--- src/design/hka_pkg.sv ---
// Constants, types and timing figures shared by the housekeeping acquisition block.
package hka_pkg;

    // ==================================================================
    // Clock and rates
    // ==================================================================
    // System clock rate, a power of two so that the time base divides evenly.
    localparam int CLK_HZ = 262144;
    // Nanoseconds in one second, used to turn times into cycle counts.
    localparam longint NS_PER_S = 64'd1000000000;
    // Sun-sensor oversampling rate and the matching number of cycles per tick.
    localparam int QUARTER_HZ = 4;
    localparam int QUARTER_CYC = CLK_HZ / QUARTER_HZ;
    // Down-link bit rate and the number of cycles per bit.
    localparam int DOWNLINK_BPS = 32768;
    localparam int BIT_CYC = CLK_HZ / DOWNLINK_BPS;
    // Fastest asynchronous input and the least oversampling it needs.
    localparam int ASYNC_MAX_BPS = 19200;
    localparam int MIN_OVERSAMPLE = 3;
    localparam bit OVERSAMPLE_OK = (CLK_HZ >= ASYNC_MAX_BPS * MIN_OVERSAMPLE);

    // ==================================================================
    // Converter handshake timing
    // ==================================================================
    // Least time each converter phase (address setup, latch, start) lasts.
    localparam longint PHASE_NS = 64'd20000;
    // Least time rounds up to whole cycles, never below one.
    localparam longint PHASE_RAW =
        (PHASE_NS * 64'(CLK_HZ) + NS_PER_S - 64'd1) / NS_PER_S;
    localparam int PHASE_CYC = (PHASE_RAW < 64'd1) ? 1 : int'(PHASE_RAW);
    localparam int PHASE_W = 8;

    // ==================================================================
    // Packet layout
    // ==================================================================
    localparam int OCT_W = 6;
    // First octet of the telecommand status reports and their count.
    localparam logic [OCT_W-1:0] OCT_REPORT_FIRST = 6'h09;
    localparam int REPORT_OCTETS = 6;
    localparam int REPORT_BITS = 48;
    // First analogue octet and the size of one analogue plus sun-sensor block.
    localparam logic [OCT_W-1:0] OCT_ANALOG_FIRST = 6'h0F;
    localparam int BLOCK_OCTETS = 3;
    localparam int NUM_CHANNELS = 16;
    localparam int CH_W = 4;
    // Depth of the octet FIFO.
    localparam int FIFO_DEPTH = 4;

    // One data-field octet together with its position in the packet.
    typedef struct packed {
        logic [OCT_W-1:0] index;
        logic [7:0] data;
    } hka_octet_s;

    // Sequencer states, Gray coded in the order they are declared.
    typedef enum logic [2:0] {
        HKA_IDLE = 3'h0,
        HKA_REPORT = 3'h1,
        HKA_SETUP = 3'h3,
        HKA_ALE = 3'h2,
        HKA_START = 3'h6,
        HKA_CONVERT = 3'h7,
        HKA_STORE = 3'h5
    } hka_state_e;

    // Reverses an octet so that bit 0 of a bus becomes the most significant bit.
    function automatic logic [7:0] hka_rev8(input logic [7:0] v);
        logic [7:0] r;
        r = 8'h00;
        for (int i = 0; i < 8; i++) begin
            r[7-i] = v[i];
        end
        return r;
    endfunction : hka_rev8

endpackage : hka_pkg

--- src/design/hka_fifo.sv ---
// Small valid/ready FIFO that buffers packet octets.
`timescale 1ns/1ps
module hka_fifo #(
    parameter int WIDTH = 8,
    parameter int DEPTH = 4
) (
    // Clock and reset.
    input wire logic clk,
    input wire logic arst_n,
    // Filling side.
    input wire logic in_valid,
    output logic in_ready,
    input wire logic [WIDTH-1:0] in_data,
    // Draining side.
    output logic out_valid,
    input wire logic out_ready,
    output logic [WIDTH-1:0] out_data
);
    localparam int AW = (DEPTH > 1) ? $clog2(DEPTH) : 1;
    localparam logic [AW:0] FULL_COUNT = (AW+1)'(DEPTH);
    localparam logic [AW-1:0] LAST_SLOT = AW'(DEPTH - 1);

    // Storage array and pointers.
    logic [WIDTH-1:0] mem [DEPTH];
    logic [AW-1:0] wr_ptr;
    logic [AW-1:0] rd_ptr;
    logic [AW:0] count;

    // Handshake decode.
    wire logic do_push = in_valid && in_ready;
    wire logic do_pop = out_valid && out_ready;
    assign in_ready = (count != FULL_COUNT);
    assign out_valid = (count != '0);
    assign out_data = mem[rd_ptr];

    // Pointers wrap at the last slot and the count follows push and pop.
    always_ff @(posedge clk or negedge arst_n) begin
        if (!arst_n) begin
            wr_ptr <= '0;
            rd_ptr <= '0;
            count <= '0;
        end else begin
            if (do_push) begin
                wr_ptr <= (wr_ptr == LAST_SLOT) ? '0 : wr_ptr + 1'b1;
            end
            if (do_pop) begin
                rd_ptr <= (rd_ptr == LAST_SLOT) ? '0 : rd_ptr + 1'b1;
            end
            if (do_push && !do_pop) begin
                count <= count + 1'b1;
            end else if (do_pop && !do_push) begin
                count <= count - 1'b1;
            end
        end
    end

    // The array itself has no reset; only written slots are ever read.
    always_ff @(posedge clk) begin
        if (do_push) begin
            mem[wr_ptr] <= in_data;
        end
    end

endmodule : hka_fifo

--- src/design/hka_acq.sv ---
// Housekeeping packet acquisition: status reports, analogue and sun-sensor octets.
`timescale 1ns/1ps
// How it works
// [RULE1] Status reports fill data-field octets nine to fourteen.
// [RULE2] First received report bit lands most significant.
// [RULE3] Channel k sampled per quarter second into 15+3k.
// [RULE4] Converter bus bit zero is the MSB.
// [RULE5] Sun sensors sampled four times a second.
// [RULE6] Sun-sensor inputs pass one register stage first.
// [RULE7] All sixteen sun inputs captured together, two octets.
// [RULE8] Toggle flip-flop flips on each strobe rising edge.
// [RULE9] Toggle state drives a dedicated level output.
// [RULE10] Logic runs from a 262144 Hz system clock.
// [RULE11] Clock oversamples 19200 bit/s input at least threefold.
// [RULE12] Down-link bit rate is 32768 bit/s.
// [RULE13] One packet every four seconds, aligned ticks.
// [RULE14] Address, latch pulse, start pulse, read after done.
// [RULE15] Reports read once per packet, held stable.
module hka_acq
    import hka_pkg::*;
#(
    parameter int QUARTER_CYCLES = QUARTER_CYC,
    parameter int BIT_CYCLES = BIT_CYC
) (
    // Clock and reset.
    input wire logic clk,
    input wire logic arst_n,
    // Telecommand decoder status reports, bit 15 received first.
    input wire logic [15:0] command_unit_report,
    input wire logic [15:0] first_acceptance_report,
    input wire logic [15:0] second_acceptance_report,
    output logic report_capture,
    // Analogue converter.
    output logic [CH_W-1:0] analog_mux_select,
    output logic analog_address_latch,
    output logic analog_conversion_start,
    input wire logic analog_conversion_done,
    input wire logic [7:0] analog_sample_bus,
    // Sun sensors.
    input wire logic [15:0] sun_sensor_inputs,
    // Time strobe conditioning.
    input wire logic time_strobe_in,
    output logic time_strobe_toggle_out,
    // Time base outputs.
    output logic quarter_tick,
    output logic downlink_bit_tick,
    // Octet stream towards the packet serialiser.
    output logic octet_valid,
    input wire logic octet_ready,
    output logic [OCT_W-1:0] octet_index,
    output logic [7:0] octet_data
);
    localparam int QW = $clog2(QUARTER_CYCLES + 1);
    localparam int BW = $clog2(BIT_CYCLES + 1);
    localparam logic [QW-1:0] Q_LAST = QW'(QUARTER_CYCLES - 1);
    localparam logic [BW-1:0] B_LAST = BW'(BIT_CYCLES - 1);
    localparam logic [PHASE_W-1:0] PH_LAST = PHASE_W'(PHASE_CYC - 1);
    localparam logic [2:0] REP_LAST = 3'(REPORT_OCTETS - 1);
    localparam logic [1:0] SUB_LAST = 2'(BLOCK_OCTETS - 1);
    localparam logic [CH_W-1:0] CH_LAST = CH_W'(NUM_CHANNELS - 1);
    localparam int FW = $bits(hka_octet_s);

    // ==================================================================
    // Time base
    // ==================================================================
    logic [QW-1:0] q_cnt;      // Cycles within the current quarter second.
    logic [BW-1:0] b_cnt;      // Cycles within the current down-link bit.
    logic tick;                // Internal quarter-second pulse.
    assign tick = (q_cnt == Q_LAST);
    // Both dividers count the same clock, so ticks stay on whole quarters.
    always_ff @(posedge clk or negedge arst_n) begin
        if (!arst_n) begin
            q_cnt <= '0;
            b_cnt <= '0;
            quarter_tick <= 1'b0;
            downlink_bit_tick <= 1'b0;
        end else begin
            q_cnt <= tick ? '0 : q_cnt + 1'b1;                   // see [RULE5] see [RULE13]
            b_cnt <= (b_cnt == B_LAST) ? '0 : b_cnt + 1'b1;      // see [RULE12]
            quarter_tick <= tick;
            downlink_bit_tick <= (b_cnt == B_LAST);              // see [RULE12] see [RULE10]
        end
    end

    // ==================================================================
    // Input stages and time strobe toggle
    // ==================================================================
    logic [15:0] sun_q;         // Registered sun-sensor inputs.
    logic strobe_q;             // Previous time strobe level.
    wire logic strobe_rise = time_strobe_in && !strobe_q;
    // Sun inputs get one register stage; the strobe edge flips the toggle.
    always_ff @(posedge clk or negedge arst_n) begin
        if (!arst_n) begin
            sun_q <= '0;
            strobe_q <= 1'b0;
            time_strobe_toggle_out <= 1'b0;
        end else begin
            sun_q <= sun_sensor_inputs;                                  // see [RULE6]
            strobe_q <= time_strobe_in;
            if (strobe_rise) begin
                time_strobe_toggle_out <= !time_strobe_toggle_out;      // see [RULE8] see [RULE9]
            end
        end
    end

    // ==================================================================
    // Sequencer
    // ==================================================================
    hka_state_e state;
    hka_state_e next_state;
    logic [PHASE_W-1:0] ph_cnt;         // Cycles spent in a timed phase.
    logic [2:0] rep_idx;                // Report octet being pushed.
    logic [1:0] sub_idx;                // Octet within a sample block.
    logic [CH_W-1:0] ch;                // Analogue channel of this sample.
    logic report_due;                   // Reports still owed for the first packet after reset.
    logic tick_pend;                    // Quarter tick waiting for the sequencer.
    logic [REPORT_BITS-1:0] rep_snap;   // Stable copy of the status reports.
    logic [7:0] adc_hold;               // Converted analogue octet.
    logic [15:0] sun_hold;              // Sun-sensor snapshot of this tick.

    // FIFO handshake towards the sequencer.
    logic push_ready;
    wire logic push_valid = (state == HKA_REPORT) || (state == HKA_STORE);
    wire logic push_fire = push_valid && push_ready;
    wire logic ph_done = (ph_cnt == PH_LAST);
    wire logic conv_read = (state == HKA_CONVERT) && ph_done && analog_conversion_done;
    wire logic take_tick = (state == HKA_IDLE) && tick_pend;
    wire logic last_store = (state == HKA_STORE) && push_fire && (sub_idx == SUB_LAST);
    wire logic capture_rep = (take_tick && report_due) || (last_store && (ch == CH_LAST));

    // Octet selection for the push side.
    wire logic [7:0] rep_octet = rep_snap[(REPORT_BITS - 1) - 8 * rep_idx -: 8];  // see [RULE2]
    wire logic [OCT_W-1:0] rep_pos = OCT_REPORT_FIRST + OCT_W'(rep_idx);         // see [RULE1]
    wire logic [OCT_W-1:0] blk_pos =
        OCT_ANALOG_FIRST + OCT_W'(ch) * OCT_W'(BLOCK_OCTETS) + OCT_W'(sub_idx);   // see [RULE3]
    wire logic [7:0] sun_first = hka_rev8(sun_hold[7:0]);                        // see [RULE7]
    wire logic [7:0] sun_second = hka_rev8(sun_hold[15:8]);                      // see [RULE7]
    wire logic [7:0] blk_octet = (sub_idx == 2'd0) ? adc_hold :
                                 (sub_idx == 2'd1) ? sun_first : sun_second;
    hka_octet_s push_word;
    assign push_word.index = (state == HKA_REPORT) ? rep_pos : blk_pos;
    assign push_word.data = (state == HKA_REPORT) ? rep_octet : blk_octet;
    // The three timed converter phases follow one another in a fixed order.
    hka_state_e phase_next;
    assign phase_next = (state == HKA_SETUP) ? HKA_ALE :
                        (state == HKA_ALE) ? HKA_START : HKA_CONVERT;

    // Next-state decode; HKA_IDLE waits on a pending tick, HKA_CONVERT on the phase timer and converter done, every other step on the FIFO or the phase timer.
    always_comb begin
        next_state = state;
        case (state)
            HKA_IDLE: begin
                if (take_tick) begin
                    next_state = report_due ? HKA_REPORT : HKA_SETUP;
                end
            end
            HKA_REPORT: begin
                if (push_fire && rep_idx == REP_LAST) begin
                    next_state = HKA_IDLE;
                end
            end
            HKA_SETUP, HKA_ALE, HKA_START: begin
                if (ph_done) begin
                    next_state = phase_next;                          // see [RULE14]
                end
            end
            HKA_CONVERT: begin
                if (conv_read) begin
                    next_state = HKA_STORE;                           // see [RULE14]
                end
            end
            HKA_STORE: begin
                if (last_store) begin
                    next_state = (ch == CH_LAST) ? HKA_REPORT : HKA_IDLE;
                end
            end
            default: begin
                next_state = HKA_IDLE;
            end
        endcase
    end

    // State, phase timer and octet counters.
    always_ff @(posedge clk or negedge arst_n) begin
        if (!arst_n) begin
            state <= HKA_IDLE;
            ph_cnt <= '0;
            rep_idx <= '0;
            sub_idx <= '0;
        end else begin
            state <= next_state;
            ph_cnt <= (next_state != state || ph_done) ? '0 : ph_cnt + 1'b1;
            if (state == HKA_REPORT && push_fire) begin
                rep_idx <= (rep_idx == REP_LAST) ? '0 : rep_idx + 1'b1;
            end
            if (state == HKA_STORE && push_fire) begin
                sub_idx <= (sub_idx == SUB_LAST) ? '0 : sub_idx + 1'b1;
            end
        end
    end

    // Packet bookkeeping: pending tick, channel number, report snapshot.
    always_ff @(posedge clk or negedge arst_n) begin
        if (!arst_n) begin
            tick_pend <= 1'b0;
            report_due <= 1'b1;
            ch <= '0;
            rep_snap <= '0;
            report_capture <= 1'b0;
        end else begin
            // A new tick wins over the consumption of the previous one.
            tick_pend <= tick || (tick_pend && !take_tick);
            if (take_tick && report_due) begin
                report_due <= 1'b0;
            end
            if (last_store) begin
                ch <= (ch == CH_LAST) ? '0 : ch + 1'b1;              // see [RULE13]
            end
            if (capture_rep) begin
                rep_snap <= {command_unit_report, first_acceptance_report,
                             second_acceptance_report};               // see [RULE15]
            end
            report_capture <= capture_rep;
        end
    end

    // Sample capture: all sun inputs at the tick, converter octet after done.
    always_ff @(posedge clk or negedge arst_n) begin
        if (!arst_n) begin
            sun_hold <= '0;
            adc_hold <= '0;
        end else begin
            if (take_tick && !report_due) begin
                sun_hold <= sun_q;                                     // see [RULE7] see [RULE5]
            end
            if (conv_read) begin
                adc_hold <= hka_rev8(analog_sample_bus);               // see [RULE4]
            end
        end
    end

    // Converter pins come from flops, decoded from the next state.
    always_ff @(posedge clk or negedge arst_n) begin
        if (!arst_n) begin
            analog_mux_select <= '0;
            analog_address_latch <= 1'b0;
            analog_conversion_start <= 1'b0;
        end else begin
            if (next_state == HKA_SETUP) begin
                analog_mux_select <= ch;                               // see [RULE3]
            end
            analog_address_latch <= (next_state == HKA_ALE);           // see [RULE14]
            analog_conversion_start <= (next_state == HKA_START);      // see [RULE14]
        end
    end

    // ==================================================================
    // Octet buffer and registered output stage
    // ==================================================================
    logic fifo_valid;
    hka_octet_s fifo_word;
    wire logic out_take = !octet_valid || octet_ready;

    hka_fifo #(
        .WIDTH(FW),
        .DEPTH(FIFO_DEPTH)
    ) u_fifo (
        .clk(clk),
        .arst_n(arst_n),
        .in_valid(push_valid),
        .in_ready(push_ready),
        .in_data(push_word),
        .out_valid(fifo_valid),
        .out_ready(out_take),
        .out_data(fifo_word)
    );

    // The output register reloads whenever it is empty or being taken.
    always_ff @(posedge clk or negedge arst_n) begin
        if (!arst_n) begin
            octet_valid <= 1'b0;
            octet_index <= '0;
            octet_data <= '0;
        end else if (out_take) begin
            octet_valid <= fifo_valid;
            if (fifo_valid) begin
                octet_index <= fifo_word.index;
                octet_data <= fifo_word.data;
            end
        end
    end

    // ==================================================================
    // Checks
    // ==================================================================
    a_report_slots: assert property (@(posedge clk) disable iff (!arst_n) // see [RULE1]
        (state == HKA_REPORT && push_fire) |->
            (push_word.index >= OCT_REPORT_FIRST && push_word.index <= 6'h0E))
        else $error("report octet outside its slots");
    a_report_msb_first: assert property (@(posedge clk) disable iff (!arst_n) // see [RULE2]
        (state == HKA_REPORT && push_fire && rep_idx == 3'd0) |->
            (push_word.index == 6'h09 && push_word.data == rep_snap[47:40]))
        else $error("first report octet not the earliest bits");
    a_analog_slot: assert property (@(posedge clk) disable iff (!arst_n) // see [RULE3]
        (state == HKA_STORE && push_fire && sub_idx == 2'd0) |->
            (push_word.index == 6'(6'h0F + 6'(ch) * 6'd3) && analog_mux_select == ch))
        else $error("analogue octet in wrong slot");
    a_adc_bit_order: assert property (@(posedge clk) disable iff (!arst_n) // see [RULE4]
        conv_read |=> (adc_hold == hka_rev8($past(analog_sample_bus))))
        else $error("converter bits not reversed");
    a_tick_spacing: assert property (@(posedge clk) disable iff (!arst_n) // see [RULE5]
        tick |=> (q_cnt == '0 && quarter_tick && tick_pend))
        else $error("quarter tick not taken up");
    a_sun_stage: assert property (@(posedge clk) disable iff (!arst_n) // see [RULE6]
        (take_tick && !report_due) ##1 (state != HKA_IDLE) |->
            (sun_hold == $past(sun_sensor_inputs, 2)))
        else $error("sun snapshot not one stage late");
    a_toggle_edge: assert property (@(posedge clk) disable iff (!arst_n) // see [RULE8]
        $rose(time_strobe_in) |=> (time_strobe_toggle_out != $past(time_strobe_toggle_out)))
        else $error("toggle missed strobe edge");
    a_toggle_hold: assert property (@(posedge clk) disable iff (!arst_n) // see [RULE9]
        !strobe_rise |=> $stable(time_strobe_toggle_out))
        else $error("toggle changed without edge");
    a_bit_rate: assert property (@(posedge clk) disable iff (!arst_n) // see [RULE12]
        downlink_bit_tick |=> (!downlink_bit_tick)[*7] ##1 downlink_bit_tick)
        else $error("bit tick spacing wrong");
    a_conv_order: assert property (@(posedge clk) disable iff (!arst_n) // see [RULE14]
        $rose(analog_conversion_start) |-> ($past(analog_address_latch) && $stable(analog_mux_select)))
        else $error("start without prior latch");
    a_report_hold: assert property (@(posedge clk) disable iff (!arst_n) // see [RULE15]
        !capture_rep |=> $stable(rep_snap))
        else $error("report snapshot changed mid packet");
    a_clock_oversample: assert property (@(posedge clk) disable iff (!arst_n) // see [RULE11]
        OVERSAMPLE_OK)
        else $error("clock too slow to oversample serial input");

endmodule : hka_acq

--- config.mk ---
export PLATFORM = sky130hd
export DESIGN_NAME = hka_acq
export DESIGN_NICKNAME = d
export VERILOG_FILES = /design/src/design/hka_pkg.sv /design/src/design/hka_fifo.sv /design/src/design/hka_acq.sv
export SDC_FILE = /design/constraint.sdc
export NUM_CORES = 1
export LEC_CHECK = 0
export ABC_AREA = 1
export BUFFER_PORTS_ARGS = -buffer_cell sky130_fd_sc_hd__buf_2
export CAP_MARGIN = 20
export CORE_ASPECT_RATIO = 2
export CORE_UTILIZATION = 45
export DETAILED_ROUTE_END_ITERATION = 7
export PLACE_DENSITY = 0.76
export SLEW_MARGIN = 10
export SYNTH_ARGS = -nofsm -noshare
export SYNTH_HDL_FRONTEND = slang
export SYNTH_HIERARCHICAL = 1
export SYNTH_SLANG_ARGS = --single-unit
--- constraint.sdc ---
create_clock -name clk -period 2.9 [get_ports clk]
set_input_delay 0.435 -clock clk [delete_from_list [all_inputs] [get_ports clk]]
set_output_delay 0.435 -clock clk [all_outputs]
set_load 0.03 [all_outputs]
==> out/results.ini <==
[synthesis]
yosysTopAreaCell = dfrtp_1
ys_seq_area_share_pct = 57.28
synthTopCellsByArea = dfrtp_1 40%, edfxtp_1 17%, nand2_1 7.0%, inv_1 4.6%, o21ai_0 4.5%
yosys_warnings = 6
syn_nets = 1065
avgSynthCellArea_um2 = 10.57
synthArstFlopShare_pct = 74.55
synth_common_cells = 188 x nand2_1, 163 x dfrtp_1, 125 x inv_1, 91 x o21ai_0, 56 x edfxtp_1
synth-seq-cells = 220
yosysMostFrequentCell = nand2_1
synth_edf_count = 56
synth_flop_cell = dfrtp_1
syn_inst = 956
synth_top_cell_area_share_pct = 40.37
netlist_area_um2 = 10100
ys_types = 46

[sta]
tns_ps = 0
final-hold-violation-count = 0
period_needed_ps = 2663
max_freq_mhz = 375.5
setup_violations = 0
fin_skew_ps = 15.11
fin_crit_sh_pct = 91.83
slew_violations = 0
tightest_slew_ps = 972.2
grt_setup_unrepaired = false
relSlewSlack_pct = 35.19

[die]
fp.dieH_um = 213.9
die_w_um = 108.0
core_um2 = 22060
ios = 102
start_util_pct = 45.79
row_count = 77
die-area_um2 = 23090

[power]
p_leak_nw = 5.530
ir_drop_v = 0.0005355
p_per_area_nw_per_um2 = 822.7
finalPower_mw = 9.520

[clock_tree]
cts_inserted_buffers = 20
clk_latency_ps = 510
htree_levels = 1
clkSinkCount = 220
cts_tree = built
cts_resized = 0
cts_buffer_depth = 3
cts.clk_slew.worst_paths_ps = 70
cts_root_buf = clkbuf_16
cts_setup_buffers = 0

[place]
io_buffers = 101
dpl_cell_area_um2 = 10850
hpwl_um = 14820
place_congestion = 0.8456

[grt]
overflow = 0
first_global_vias = 6886
antenna_found_initial = 1
grt_pass1_wl_um = 33240
grt_usage_pct = 18.51
grt_max_degree = 74

[setup_path]
rr_worst_depth = 11
start_kind = register
r2r_slack_ps = 240
r2r-start = ch[0]
reg2reg_to = u_fifo/mem[1][13]
worstSetupPathType = register to register
cp-end-kind = register
cp.arrival_ps = 2890
critPathRequiredTime_ps = 3130
worstPathMaxFanout = 6

[detailed_routing]
viasPerCell = 4.991
route.detailed.drc = 0
wl_per_cell_um = 15.03
wl_um = 20330
drtIter0Drc = 343
vias = 6753
ant_nets = 0
first_pass_iters = 5

[run_status]
status = completed

[finish]
final_area_um2 = 11570
drive_gt1_share_pct = 22.40
area_growth_pct = 14.53
nets = 1171
fill_cells = 1878

[hold_path]
min_to = sun_q[4]
min_path_type = input port to register
holdPathStages = 1
holdCritStartpoint = sun_sensor_inputs[4]

[job]
drv_cap = 0

-- flip-flops by register name (all words and copies together) (netlist names), 6 cells and up --
name / flops
octet_index: 6
ph_cnt: 8
q_cnt: 17
sun_q: 16
octet_data: 8
sun_hold: 16
rep_snap: 48
adc_hold: 8
u_fifo/mem: 56
-- worst max-delay path by stage --
stage	start	endpoint	slack, ps
after floorplan	ch[0]	u_fifo/mem[0][13]	480
after global placement	ch[0]	u_fifo/mem[0][13]	340
after detailed placement	ch[0]	u_fifo/mem[0][13]	210
after CTS	ch[0]	u_fifo/mem[1][13]	210
after global routing	ch[0]	u_fifo/mem[1][13]	80
final	ch[0]	u_fifo/mem[1][13]	240
-- power breakdown --
group / total, mW / switching (mW) / internal (mW) / leakage, nW
Sequential: 3.99 / 0.333 / 3.65 / 2.54
Combinational: 2.71 / 1.75 / 0.961 / 2.64
Clock: 2.82 / 1.15 / 1.67 / 0.348
Total: 9.52 / 3.23 / 6.29 / 5.53
-- per-stage QoR --
step	cells	hold slack [ps]	util, %	setup WS (ps)
6_report	1353	33.78	52.45	236.9
4_1_cts	1352	15.67	52.44	209.1
3_5_place_dp	1315	420.3	49.17	212.2
5_1_grt	1353	22.78	52.45	78.49
3_3_place_gp	1315	427.7	49.17	337.4
2_1_floorplan	956	139.4	-	479.4
-- kinds of logic after synthesis --
family          share of synthesized area [%]
simple gates                            14.08
flops                                   57.28
buf+inv                                 7.170
compound gates                          9.424
mux                                     5.870
fa+ha+maj                               4.186
xor+xnor                                1.994
-- cells in the final DEF, fill, tap and decap left out, types with 14 or more instances in the layout --
cell	n
a21oi_1	19
buf_2	100
clkbuf_16	21
dfrtp_1	162
edfxtp_1	56
ha_1	29
inv_1	125
mux2_2	25
mux2_4	20
nand2_1	188
nand3_1	45
nor2_1	47
o211ai_1	22
o211ai_2	14
o21ai_0	91
xor2_1	17
-- critical path: stages, from the launching register on --
cell      delay [ps]
dfrtp_1          450
inv_1            120
ha_1             330
xnor2_1          180
xor2_1           190
ha_1             200
inv_1             60
fa_1             430
nor2_1           130
a211oi_1          60
o21ai_0          140
a21oi_1           90
-- area by class of cell --
class	count	area (µm²)	area share (%)
Clock inverter	11	140.1	1.211
Sequential cell	220	5788	50.02
Inverter	134	508.0	4.390
Clock buffer	25	570.5	4.931
Tap cell	276	345.3	2.984
Antenna cell	1	2.502	0.02163
Multi-Input combinational cell	572	3592	31.04
Timing Repair Buffer	114	624.3	5.396
-- repair_timing --
item	in CTS	in global routing
hold buffers	1	0
endpoints found under the hold margin	67	0
setup endpoints to repair	0	0
-- per-layer routing --
| layer | global-route usage, % | wire (µm) | vias up |
|---|---|---|---|
| li1 | - | - | 3347 |
| met1 | 20.52 | 7632 | 3214 |
| met2 | 32.87 | 10950 | 133 |
| met3 | 1.949 | 587 | 59 |
| met4 | 11.78 | 1164 | 0 |
| met5 | 0 | 0 | - |
Power figures use the tool's default switching activity.
